$ cat config.mk
export PLATFORM = sky130hd
export DESIGN_NAME = usfc_top
export DESIGN_NICKNAME = d
export VERILOG_FILES = /design/src/usfc_pkg.sv /design/src/usfc_top.sv /design/src/usfc_fifo.sv
export VERILOG_INCLUDE_DIRS = /design/src
export SDC_FILE = /design/constraint.sdc
export NUM_CORES = 1
export LEC_CHECK = 0
export ABC_CLOCK_PERIOD_IN_PS = 3900
export BUFFER_PORTS_ARGS = -buffer_cell sky130_fd_sc_hd__buf_2
export CORE_UTILIZATION = 27
export DETAILED_ROUTE_END_ITERATION = 10
export PLACE_DENSITY_LB_ADDON = 0.2
export SETUP_SLACK_MARGIN = 0.5
export SYNTH_ARGS = -nofsm -noshare
export SYNTH_HDL_FRONTEND = slang
export SYNTH_SLANG_ARGS = --single-unit
$ cat constraint.sdc
create_clock -name clk_sys_i -period 3.9 [get_ports clk_sys_i]
set_clock_uncertainty 0.05 [all_clocks]
set_input_delay 0.195 -clock clk_sys_i [delete_from_list [all_inputs] [get_ports clk_sys_i]]
set_output_delay 0.195 -clock clk_sys_i [all_outputs]
set_load 0.02 [all_outputs]
$ cat src/usfc_consts.svh
// constants for the serial receive flow-control block
`ifndef USFC_CONSTS_SVH
`define USFC_CONSTS_SVH
`define USFC_CHAR_BITS 8
`define USFC_FIFO_DEPTH 4
`define USFC_CNT_W 4
`define USFC_RTS_RST 1'b1
`define USFC_RXEN_RST 1'b0
`define USFC_ERR_RST 1'b0
`define USFC_SYNC_RST 1'b0
`define USFC_CS_IDLE 1'b1
`define USFC_MIN_CLK_RATIO 9
`endif

$ cat src/usfc_pkg.sv
// types for the serial receive flow-control block
package usfc_pkg;
   typedef enum logic [1:0] {
      USFC_MODE_NORMAL = 2'b00,
      USFC_MODE_HWHS = 2'b01,
      USFC_MODE_SPI_SLAVE = 2'b10,
      USFC_MODE_ISO_T1 = 2'b11
   } usfc_mode_t;
endpackage

$ cat src/usfc_top.sv
// receive side of the serial transceiver: shifter, flow control, dma fifo
// Notes on behaviour
// - handshaking mode: request-to-send goes high when the dma receive buffer fills.
// - force-high command drives request-to-send high in any mode.
// - force-low command drives request-to-send low so the peer may resume.
// - spi slave: more clocked bits than character length raises the error flag.
// - receiver soft reset then reconfiguration restores reception after transmit.
`timescale 1ns/1ps
`include "usfc_consts.svh"
module usfc_top #(
   parameter int CHAR_BITS = `USFC_CHAR_BITS,
   parameter int FIFO_DEPTH = `USFC_FIFO_DEPTH
) (
   input wire logic clk_sys_i,
   input wire logic rst_i,
   input wire logic [1:0] mode_config_reg_i,
   input wire logic rx_enable_cmd_i,
   input wire logic rx_soft_reset_cmd_i,
   input wire logic rts_force_high_cmd_i,
   input wire logic rts_force_low_cmd_i,
   input wire logic len_err_clear_i,
   input wire logic serial_clk_i,
   input wire logic serial_data_i,
   input wire logic spi_sel_n_i,
   input wire logic dma_buf_full_i,
   input wire logic dma_buf_avail_i,
   input wire logic dma_ready_i,
   output logic [CHAR_BITS-1:0] dma_data_o,
   output logic dma_valid_o,
   output logic rts_o,
   output logic rx_enabled_o,
   output logic len_err_o
);
   // ************************************************************
   // pin synchronisers
   // ************************************************************
   logic sclk_s1_q, sclk_s2_q, sclk_s3_q;
   logic data_s1_q, data_s2_q;
   logic sel_s1_q, sel_s2_q, sel_s3_q;

   // external clock is only sampled: needs at least nine core clocks per period
   always_ff @(posedge clk_sys_i or posedge rst_i) begin
      if (rst_i) begin
         sclk_s1_q <= `USFC_SYNC_RST;
         sclk_s2_q <= `USFC_SYNC_RST;
         sclk_s3_q <= `USFC_SYNC_RST;
         data_s1_q <= `USFC_SYNC_RST;
         data_s2_q <= `USFC_SYNC_RST;
         sel_s1_q <= `USFC_CS_IDLE;
         sel_s2_q <= `USFC_CS_IDLE;
         sel_s3_q <= `USFC_CS_IDLE;
      end else begin
         sclk_s1_q <= serial_clk_i;
         sclk_s2_q <= sclk_s1_q;
         sclk_s3_q <= sclk_s2_q;
         data_s1_q <= serial_data_i;
         data_s2_q <= data_s1_q;
         sel_s1_q <= spi_sel_n_i;
         sel_s2_q <= sel_s1_q;
         sel_s3_q <= sel_s2_q;
      end
   end

   // ************************************************************
   // decode
   // ************************************************************
   wire usfc_pkg::usfc_mode_t mode = usfc_pkg::usfc_mode_t'(mode_config_reg_i);
   wire is_spi = (mode == usfc_pkg::USFC_MODE_SPI_SLAVE);
   wire is_hwhs = (mode == usfc_pkg::USFC_MODE_HWHS);
   wire sclk_rise = sclk_s2_q && !sclk_s3_q;
   wire sel_active = !sel_s2_q;
   wire sel_release = sel_s2_q && !sel_s3_q;
   logic [`USFC_CNT_W-1:0] cnt_q, cnt_d;
   logic [CHAR_BITS-1:0] shreg_q;
   logic rx_en_q, err_q, rts_q;
   logic push_q;
   logic [CHAR_BITS-1:0] push_data_q;
   wire bit_take = rx_en_q && sclk_rise && (!is_spi || sel_active);
   wire last_bit = (cnt_q == `USFC_CNT_W'(CHAR_BITS - 1));
   wire extra_bit = is_spi && (cnt_q >= `USFC_CNT_W'(CHAR_BITS));
   wire char_done = bit_take && last_bit;
   wire fifo_full;
   wire fifo_ready;
   wire buf_full = dma_buf_full_i || fifo_full;

   always_comb begin
      cnt_d = cnt_q;
      if (is_spi && sel_release) begin
         cnt_d = '0;
      end else if (bit_take) begin
         if (extra_bit) begin
            cnt_d = cnt_q;
         end else if (char_done && !is_spi) begin
            cnt_d = '0;
         end else begin
            cnt_d = cnt_q + 1'b1;
         end
      end
   end

   // ************************************************************
   // receiver state
   // ************************************************************
   // soft reset wipes shifter and enable; software rewrites mode then enables
   always_ff @(posedge clk_sys_i or posedge rst_i) begin
      if (rst_i) begin
         cnt_q <= '0;
         shreg_q <= '0;
         rx_en_q <= `USFC_RXEN_RST;
         push_q <= 1'b0;
         push_data_q <= '0;
      end else if (rx_soft_reset_cmd_i) begin
         cnt_q <= '0;
         shreg_q <= '0;
         rx_en_q <= 1'b0;
         push_q <= 1'b0;
      end else begin
         cnt_q <= cnt_d;
         if (rx_enable_cmd_i) rx_en_q <= 1'b1;
         if (bit_take && !extra_bit) shreg_q <= {data_s2_q, shreg_q[CHAR_BITS-1:1]};
         // a char with no room is dropped; handshaking mode only raises rts to ask the peer to wait
         push_q <= char_done && fifo_ready;
         if (char_done) push_data_q <= {data_s2_q, shreg_q[CHAR_BITS-1:1]};
      end
   end

   // ************************************************************
   // length error and flow control
   // ************************************************************
   always_ff @(posedge clk_sys_i or posedge rst_i) begin
      if (rst_i) begin
         err_q <= `USFC_ERR_RST;
      end else if (bit_take && extra_bit) begin
         err_q <= 1'b1; // set beats clear
      end else if (len_err_clear_i || rx_soft_reset_cmd_i) begin
         err_q <= 1'b0;
      end
   end

   // force-high beats force-low when both arrive together
   always_ff @(posedge clk_sys_i or posedge rst_i) begin
      if (rst_i) begin
         rts_q <= `USFC_RTS_RST;
      end else if (rts_force_high_cmd_i) begin
         rts_q <= 1'b1;
      end else if (rts_force_low_cmd_i) begin
         rts_q <= 1'b0;
      end else if (is_hwhs && buf_full) begin
         rts_q <= 1'b1;
      end else if (is_hwhs && dma_buf_avail_i) begin
         rts_q <= 1'b0;
      end
   end

   assign rts_o = rts_q;
   assign rx_enabled_o = rx_en_q;
   assign len_err_o = err_q;

   // ************************************************************
   // dma fifo
   // ************************************************************
   usfc_fifo #(.W(CHAR_BITS), .DEPTH(FIFO_DEPTH)) u_fifo (
      .clk_sys_i(clk_sys_i),
      .rst_i(rst_i),
      .flush_i(rx_soft_reset_cmd_i),
      .in_valid_i(push_q),
      .in_ready_o(fifo_ready),
      .in_data_i(push_data_q),
      .out_valid_o(dma_valid_o),
      .out_ready_i(dma_ready_i),
      .out_data_o(dma_data_o),
      .full_o(fifo_full)
   );

   // ************************************************************
   // assertions
   // ************************************************************
   a_rts_full_high: assert property (@(posedge clk_sys_i) disable iff (rst_i)
      (is_hwhs && buf_full && !rts_force_low_cmd_i) |=> rts_o)
      else $error("rts low after buffer full in handshaking mode");
   a_rts_force_high: assert property (@(posedge clk_sys_i) disable iff (rst_i)
      rts_force_high_cmd_i |=> rts_o)
      else $error("rts not high after force-high command");
   a_rts_force_low: assert property (@(posedge clk_sys_i) disable iff (rst_i)
      (rts_force_low_cmd_i && !rts_force_high_cmd_i) |=> !rts_o)
      else $error("rts not low after force-low command");
   a_rts_avail_low: assert property (@(posedge clk_sys_i) disable iff (rst_i)
      (is_hwhs && dma_buf_avail_i && !buf_full && !rts_force_high_cmd_i) |=> !rts_o)
      else $error("rts not low after new dma buffer");
   a_spi_len_err: assert property (@(posedge clk_sys_i) disable iff (rst_i)
      (is_spi && rx_en_q && sel_active && sclk_rise && cnt_q == `USFC_CNT_W'(CHAR_BITS)
       && !rx_soft_reset_cmd_i) |=> len_err_o)
      else $error("over-long spi frame not flagged");
   a_err_holds: assert property (@(posedge clk_sys_i) disable iff (rst_i)
      (len_err_o && !len_err_clear_i && !rx_soft_reset_cmd_i) |=> len_err_o)
      else $error("length error dropped without clear");
   a_soft_rst_rx: assert property (@(posedge clk_sys_i) disable iff (rst_i)
      rx_soft_reset_cmd_i |=> (!rx_enabled_o && cnt_q == '0 && !dma_valid_o))
      else $error("soft reset did not clear receiver");
   a_rx_reenable: assert property (@(posedge clk_sys_i) disable iff (rst_i)
      (rx_enable_cmd_i && !rx_soft_reset_cmd_i) |=> rx_enabled_o)
      else $error("receiver not enabled after enable command");
endmodule

$ cat src/usfc_fifo.sv
// small receive fifo between the shifter and the dma side
`timescale 1ns/1ps
module usfc_fifo #(
   parameter int W = 8,
   parameter int DEPTH = 4
) (
   input wire logic clk_sys_i,
   input wire logic rst_i,
   input wire logic flush_i,
   input wire logic in_valid_i,
   output logic in_ready_o,
   input wire logic [W-1:0] in_data_i,
   output logic out_valid_o,
   input wire logic out_ready_i,
   output logic [W-1:0] out_data_o,
   output logic full_o
);
   localparam int AW = (DEPTH > 1) ? $clog2(DEPTH) : 1;
   logic [W-1:0] mem_q [DEPTH];
   logic [AW-1:0] wr_q;
   logic [AW-1:0] rd_q;
   logic [AW:0] cnt_q;
   wire push = in_valid_i && in_ready_o;
   wire pop = out_valid_o && out_ready_i;
   wire [AW-1:0] wr_nx = (wr_q == AW'(DEPTH - 1)) ? '0 : wr_q + 1'b1;
   wire [AW-1:0] rd_nx = (rd_q == AW'(DEPTH - 1)) ? '0 : rd_q + 1'b1;
   // head word and valid are kept in flops so the dma side sees register outputs
   logic valid_q;
   logic [W-1:0] head_q;
   wire [AW:0] cnt_nx = cnt_q + (AW+1)'(push) - (AW+1)'(pop);
   wire head_from_in = pop ? (cnt_q == (AW+1)'(1)) : (cnt_q == '0);
   wire [W-1:0] head_pick = pop ? mem_q[rd_nx] : head_q;
   wire [W-1:0] head_nx = head_from_in ? in_data_i : head_pick;

   assign full_o = (cnt_q == (AW+1)'(DEPTH));
   assign in_ready_o = !full_o;
   assign out_valid_o = valid_q;
   assign out_data_o = head_q;

   always_ff @(posedge clk_sys_i) begin
      if (push) begin
         mem_q[wr_q] <= in_data_i;
      end
   end

   always_ff @(posedge clk_sys_i or posedge rst_i) begin
      if (rst_i) begin
         wr_q <= '0;
         rd_q <= '0;
         cnt_q <= '0;
         valid_q <= 1'b0;
         head_q <= '0;
      end else if (flush_i) begin
         wr_q <= '0;
         rd_q <= '0;
         cnt_q <= '0;
         valid_q <= 1'b0;
         head_q <= '0;
      end else begin
         if (push) wr_q <= wr_nx;
         if (pop) rd_q <= rd_nx;
         cnt_q <= cnt_nx;
         valid_q <= (cnt_nx != '0);
         head_q <= head_nx;
      end
   end
endmodule

---- Word level (Yosys, flattened, before mapping) ----
Memories as Yosys holds them, arrays and structs flattened.
Index checks and enable logic that the tools add are counted.
operators by class
  magnitude comparators ................... 1
  add/sub/neg operators ................... 5
  eq/ne operators ......................... 8
  div/mod/pow operators ................... 0
  $mul .................................... 0
  bitwise logic cells ..................... 1
  multiplexer cells ....................... 30
  shift-type cells ........................ 0
  reductions and logical operators ........ 36
operators by type and width
  kind                   number
  $mux W8                5
  $mux W4                5
  $logic_and A1 B1 Y1    15
  $mux W1                13
  $mux W2                6
  $reduce_bool A2 Y1     5
  $reduce_bool A3 Y1     3
  $eq A2 B2 Y1 const B   3
  $logic_not A1 Y1       6
  $add A2 B1 Y2 const B  2
  $add A4 B1 Y4 const B  1
  $eq A4 B3 Y1 const B   1
  $ge A4 B4 Y1 const B   1
  $reduce_and A2 Y1      2
  $reduce_bool A4 Y1     1
  $add A3 B1 Y3          1
  $eq A3 B1 Y1 const B   1
  $eq A3 B3 Y1 const B   1
  $logic_not A3 Y1       1
  $logic_or A1 B1 Y1     3
  $mux W3                1
  $ne A3 B2 Y1 const B   1
  $sub A3 B1 Y3          1
  $eq A2 B1 Y1 const B   1
  $not A1 Y1             1
word-level totals
  logic and storage cells ................. 102
  bits of input ports ..................... 15
  RAM bits ................................ 32
  bits in latches ......................... 0
  memories ................................ 1
  register bits ........................... 48
  ROM bits ................................ 0
memory list
  memory        words  bits a word  rd ports  clocked after Yosys merged registers in  wr ports  line             source
  u_fifo.mem_q  4      8            1         0                                        1         usfc_fifo.sv:19  logic [W-1:0] mem_q [DEPTH];

---- Longest topological paths before layout ----
  word-level depth ........................ 11
  depth in mapped cells ................... 9

---- Modules after synthesis ----
Synthesis repeated with hierarchy kept, for this count alone.
unflattened totals
  cells, all modules ...................... 246
  area, all modules ....................... 3399.5 um^2
by module, submodules not included
  module     times used  area an instance (um^2)  cells each
  usfc_fifo  1           2123.3                   147
  usfc_top   1           1276.2                   99

---- Worst setup path after synthesis ----
Ideal clock, no wire load.
  path kind ............................... flip-flop to flip-flop
  from .................................... register u_fifo.valid_q, in the netlist u_fifo.out_valid_o
  to ...................................... register u_fifo.valid_q, in the netlist u_fifo.out_valid_o
  period minus slack after synthesis ...... 2.162 ns
  path buffers ............................ 1
  path slack .............................. 1.738 ns
  arrival time ............................ 1.975 ns
  data required time ...................... 3.713 ns
  stages on the path, launching flop included .. 10
  path through ............................ dfrtp_1 > buf_6 > a21boi_1 > or2_1 > ha_1 > inv_1 > fa_1 > xor2_1 > xnor2_1 > a31oi_1
on the way
  longest elaborated chain between the ends .. 4
RTL lines
  item                    line             source
  start, declared         usfc_fifo.sv:28  logic valid_q;
  start signal, assigned  usfc_fifo.sv:63  valid_q <= (cnt_nx != '0);
  $logic_and A1 B1 Y1     usfc_fifo.sv:24  wire pop = out_valid_o && out_ready_i;
  $sub A3 B1 Y3           usfc_fifo.sv:30  wire [AW:0] cnt_nx = cnt_q + (AW+1)'(push) - (AW+1)'(pop);
  $reduce_bool A3 Y1      usfc_fifo.sv:63
  $mux W1                 usfc_fifo.sv:53  end else if (flush_i) begin
No other way between the ends.
A chain may end at the register's enable or synchronous reset.

---- Final worst setup path ----
  from .................................... register u_fifo.cnt_q[2]
  to ...................................... register u_fifo.valid_q, in the netlist u_fifo.out_valid_o
on the way
  longest elaborated chain between the ends .. 7
RTL lines
  item                    line             source
  start, declared         usfc_fifo.sv:22  logic [AW:0] cnt_q;
  start signal, assigned  usfc_fifo.sv:62  cnt_q <= cnt_nx;
  $eq A3 B3 Y1            usfc_fifo.sv:35  assign full_o = (cnt_q == (AW+1)'(DEPTH));
  $logic_not A1 Y1        usfc_fifo.sv:36  assign in_ready_o = !full_o;
  $logic_and A1 B1 Y1     usfc_fifo.sv:23  wire push = in_valid_i && in_ready_o;
  $add A3 B1 Y3 *         usfc_fifo.sv:30
  $sub A3 B1 Y3 *         usfc_fifo.sv:30
  $reduce_bool A3 Y1 *    usfc_fifo.sv:63
  $mux W1 *               usfc_fifo.sv:53
Every way passes the cells marked *; elsewhere a longest branch is shown, timed or not.

==> impl_metrics.json <==
{
  "status": "finished clean",
  "cp.arrival_ps": 2510,
  "drtAntennaViolNets": 0,
  "synth_compound_area_share_pct": 5.459,
  "die-area_um2": 12760,
  "clockRootBuffer": "clkbuf_16",
  "dieHeight_um": 112.9,
  "io_buffers": 26,
  "synth_ff_type": "dfrtp_1",
  "grt_overflow": 0,
  "ir_worst_vdd_mv": 0.1957,
  "fin_crit_sh_pct": 60.92,
  "fmax_mhz": 420.9,
  "synth_xor_area_share_pct": 1.054,
  "synthMuxAreaShare_pct": 10.02,
  "critPathCaptureType": "register",
  "grt_pass1_wl_um": 10320,
  "layout-drive-gt1-share_pct": 20.57,
  "critPathKind": "register to register",
  "fin_cells": 429,
  "grt_usage_pct": 10.69,
  "clk_latency_ps": 330,
  "ys_types": 44,
  "ys_top_cells_by_area": "dfrtp_1 32%, edfxtp_1 29%, mux2i_1 6.6%",
  "powerDensity_nw_per_um2": 435.7,
  "synth_area_um2": 3323,
  "ys_ff_latch": 79,
  "routed_via_density": 4.329,
  "synth_cells": 246,
  "synth_top_family_by_area": "simple AND/OR/NAND/NOR gates",
  "via_count": 1857,
  "maxCapViolations": 0,
  "finalInstanceArea_um2": 3891,
  "drv_slew": 0,
  "dpl.cell_count": 409,
  "required_ps": 4030,
  "fin_crit_ps": 2376,
  "antenna_found_initial": 0,
  "yosys.area.top_type_share_pct": 32.38,
  "post-cts-setup-buffers": 0,
  "syn_to_final_growth_pct": 17.09,
  "nets": 301,
  "yosys_warnings": 0,
  "clockBufferDepth": 2,
  "num_antenna_cells": 0,
  "cts.sinks": 79,
  "finalWirelength_um": 5970,
  "yosysMostFrequentCell": "dfrtp_1",
  "async_flop_share_pct": 59.49,
  "drtIter0Drc": 63,
  "timing.setup.tns_ps": 0,
  "yosys.area_share.simple_pct": 12.69,
  "firstDrtPassIters": 4,
  "tightest_slew_ps": 1136,
  "initial_core_util_pct": 27.67,
  "grt_pass1_vias": 1934,
  "setup_violations": 0,
  "ys_top_cells_by_count": "43 x dfrtp_1, 35 x nor2_1, 32 x edfxtp_1, 22 x mux2i_1",
  "start_kind": "register",
  "synth.largest_area_cell": "dfrtp_1",
  "syn_nets": 270,
  "hold_class": "primary input to register",
  "leakage_nw": 1.621,
  "die_w_um": 112.9,
  "core_area_um2": 12010,
  "slew_headroom_pct": 23.77,
  "grt_max_degree": 48,
  "synthAdderAreaFrac_pct": 3.614,
  "hpwl_um": 3946,
  "gp_congestion": 0.6663,
  "placed_area_um2": 3577,
  "hold_violations": 0,
  "io_pins": 27,
  "rows": 40,
  "synth-edff-count": 32,
  "wl_per_cell_um": 13.92,
  "cts_buffers": 9,
  "remaining_drc_errors": 0,
  "clk_pin_slew_ps": 70,
  "cts_tree": "done",
  "syn_area_per_cell_um2": 13.51,
  "rsz0062_at_grt": "no",
  "synth-seq-area-share_pct": 64.46,
  "htreeDepth": 3,
  "worst-path-max-fanout": 7
}
## layer usage
layer | wire, um | share of wire [%] | vias up | track usage (%)
met5 | 0 | 0 | - | 0
met4 | 65 | 1.1 | 0 | 5.263
li1 | - | - | 934 | -
met2 | 2863 | 48 | 29 | 17.20
met3 | 200 | 3.4 | 5 | 2.785
met1 | 2841 | 48 | 889 | 13.39
## sequential cells by signal, summed over array words and instances (netlist names)
signal	count
sel_s3_q	1
data_s1_q	1
u_fifo.cnt_q	3
push_data_q	8
sclk_s3_q	1
rx_enabled_o	1
u_fifo.out_valid_o	1
cnt_q	4
data_s2_q	1
u_fifo.mem_q	32
len_err_o	1
sel_s2_q	1
push_q	1
u_fifo.wr_q	2
u_fifo.rd_q	2
sclk_s2_q	1
u_fifo.out_data_o	8
sel_s1_q	1
sclk_s1_q	1
rts_o	1
shreg_q	7
## placed cells by master (no fill, tap or decap), types with 5 or more instances in the layout
cell type  synthesis  routed
inv_1              8       7
dfrtp_1           43      43
and2_1             5       5
a21oi_1            6       6
nand2_1            5       5
mux2i_1           22      22
a2111oi_0          7       7
nor2_2             8       8
clkbuf_16          0       9
buf_2              3      26
edfxtp_1          32      32
mux2_1             8       8
nor3_1             7       7
ha_1               8       8
nor2_1            35      35
## repair_timing
action / in CTS / in global routing
gates resized for setup: 0 / 0
hold buffers: 4 / 0
hold endpoints to repair: 4 / 0
## worst max-delay path, stage by stage, from the launching register on
cell and delay, ps:
dfrtp_1 440, nor3b_1 210, nor2b_1 440, ha_1 240
inv_1 50, fa_1 370, xor2_1 160, xnor2_1 180
a31oi_1 100
## stage by stage
stage | util, % | total power, mW | hold slack [ps] | worst slack, ps
after floorplan | - | 0.9182 | 149.5 | 1738
after global placement | 29.78 | 0.9354 | 250.6 | 1548
after detailed placement | 29.78 | 0.9360 | 251.1 | 1516
after CTS | 32.40 | 1.726 | 10.84 | 1512
after global routing | 32.40 | 1.761 | 16.00 | 1323
final | 32.40 | 1.696 | 21.39 | 1524
## layout make-up
type | instances | area, um2
Tap cell | 147 | 183.9
Sequential cell | 79 | 2142
Timing Repair Buffer | 30 | 170.2
Fill cell | 1210 | 8120
Multi-Input combinational cell | 149 | 1091
Inverter | 8 | 30.03
Clock buffer | 11 | 242.7
Clock inverter | 5 | 31.28
## logic make-up after synthesis
group	count (synthesis)
and+or+nand+nor	80
DFF	79
muxes	31
AOI/OAI and AO/OA	25
buffers and inverters	18
adders and majority gates	9
xor gates and xnor gates	4
## worst paths after layout
path                            startpoint                 end  slack (ps)  cells after the start
min in group asynchronous            rst_i           len_err_o          60                      2
max in group asynchronous            rst_i      push_data_q[2]        3090                      2
hold reg to reg                  sclk_s1_q           sclk_s2_q         300                      0
setup reg to reg           u_fifo.cnt_q[2]  u_fifo.out_valid_o        1520                      8
hold / removal             rx_enable_cmd_i        rx_enabled_o          20                      3
setup / recovery           u_fifo.cnt_q[2]  u_fifo.out_valid_o        1520                      8
## report_power, final
| group | total [mW] | internal, mW | leakage [nW] | switching [mW] |
|---|---|---|---|---|
| clock | 0.775 | 0.449 | 0.141 | 0.325 |
| combinational | 0.0482 | 0.0174 | 0.612 | 0.0308 |
| sequential | 0.873 | 0.869 | 0.869 | 0.00379 |
| total | 1.70 | 1.34 | 1.62 | 0.360 |
Note: power is estimated with default switching activity, not from simulation.
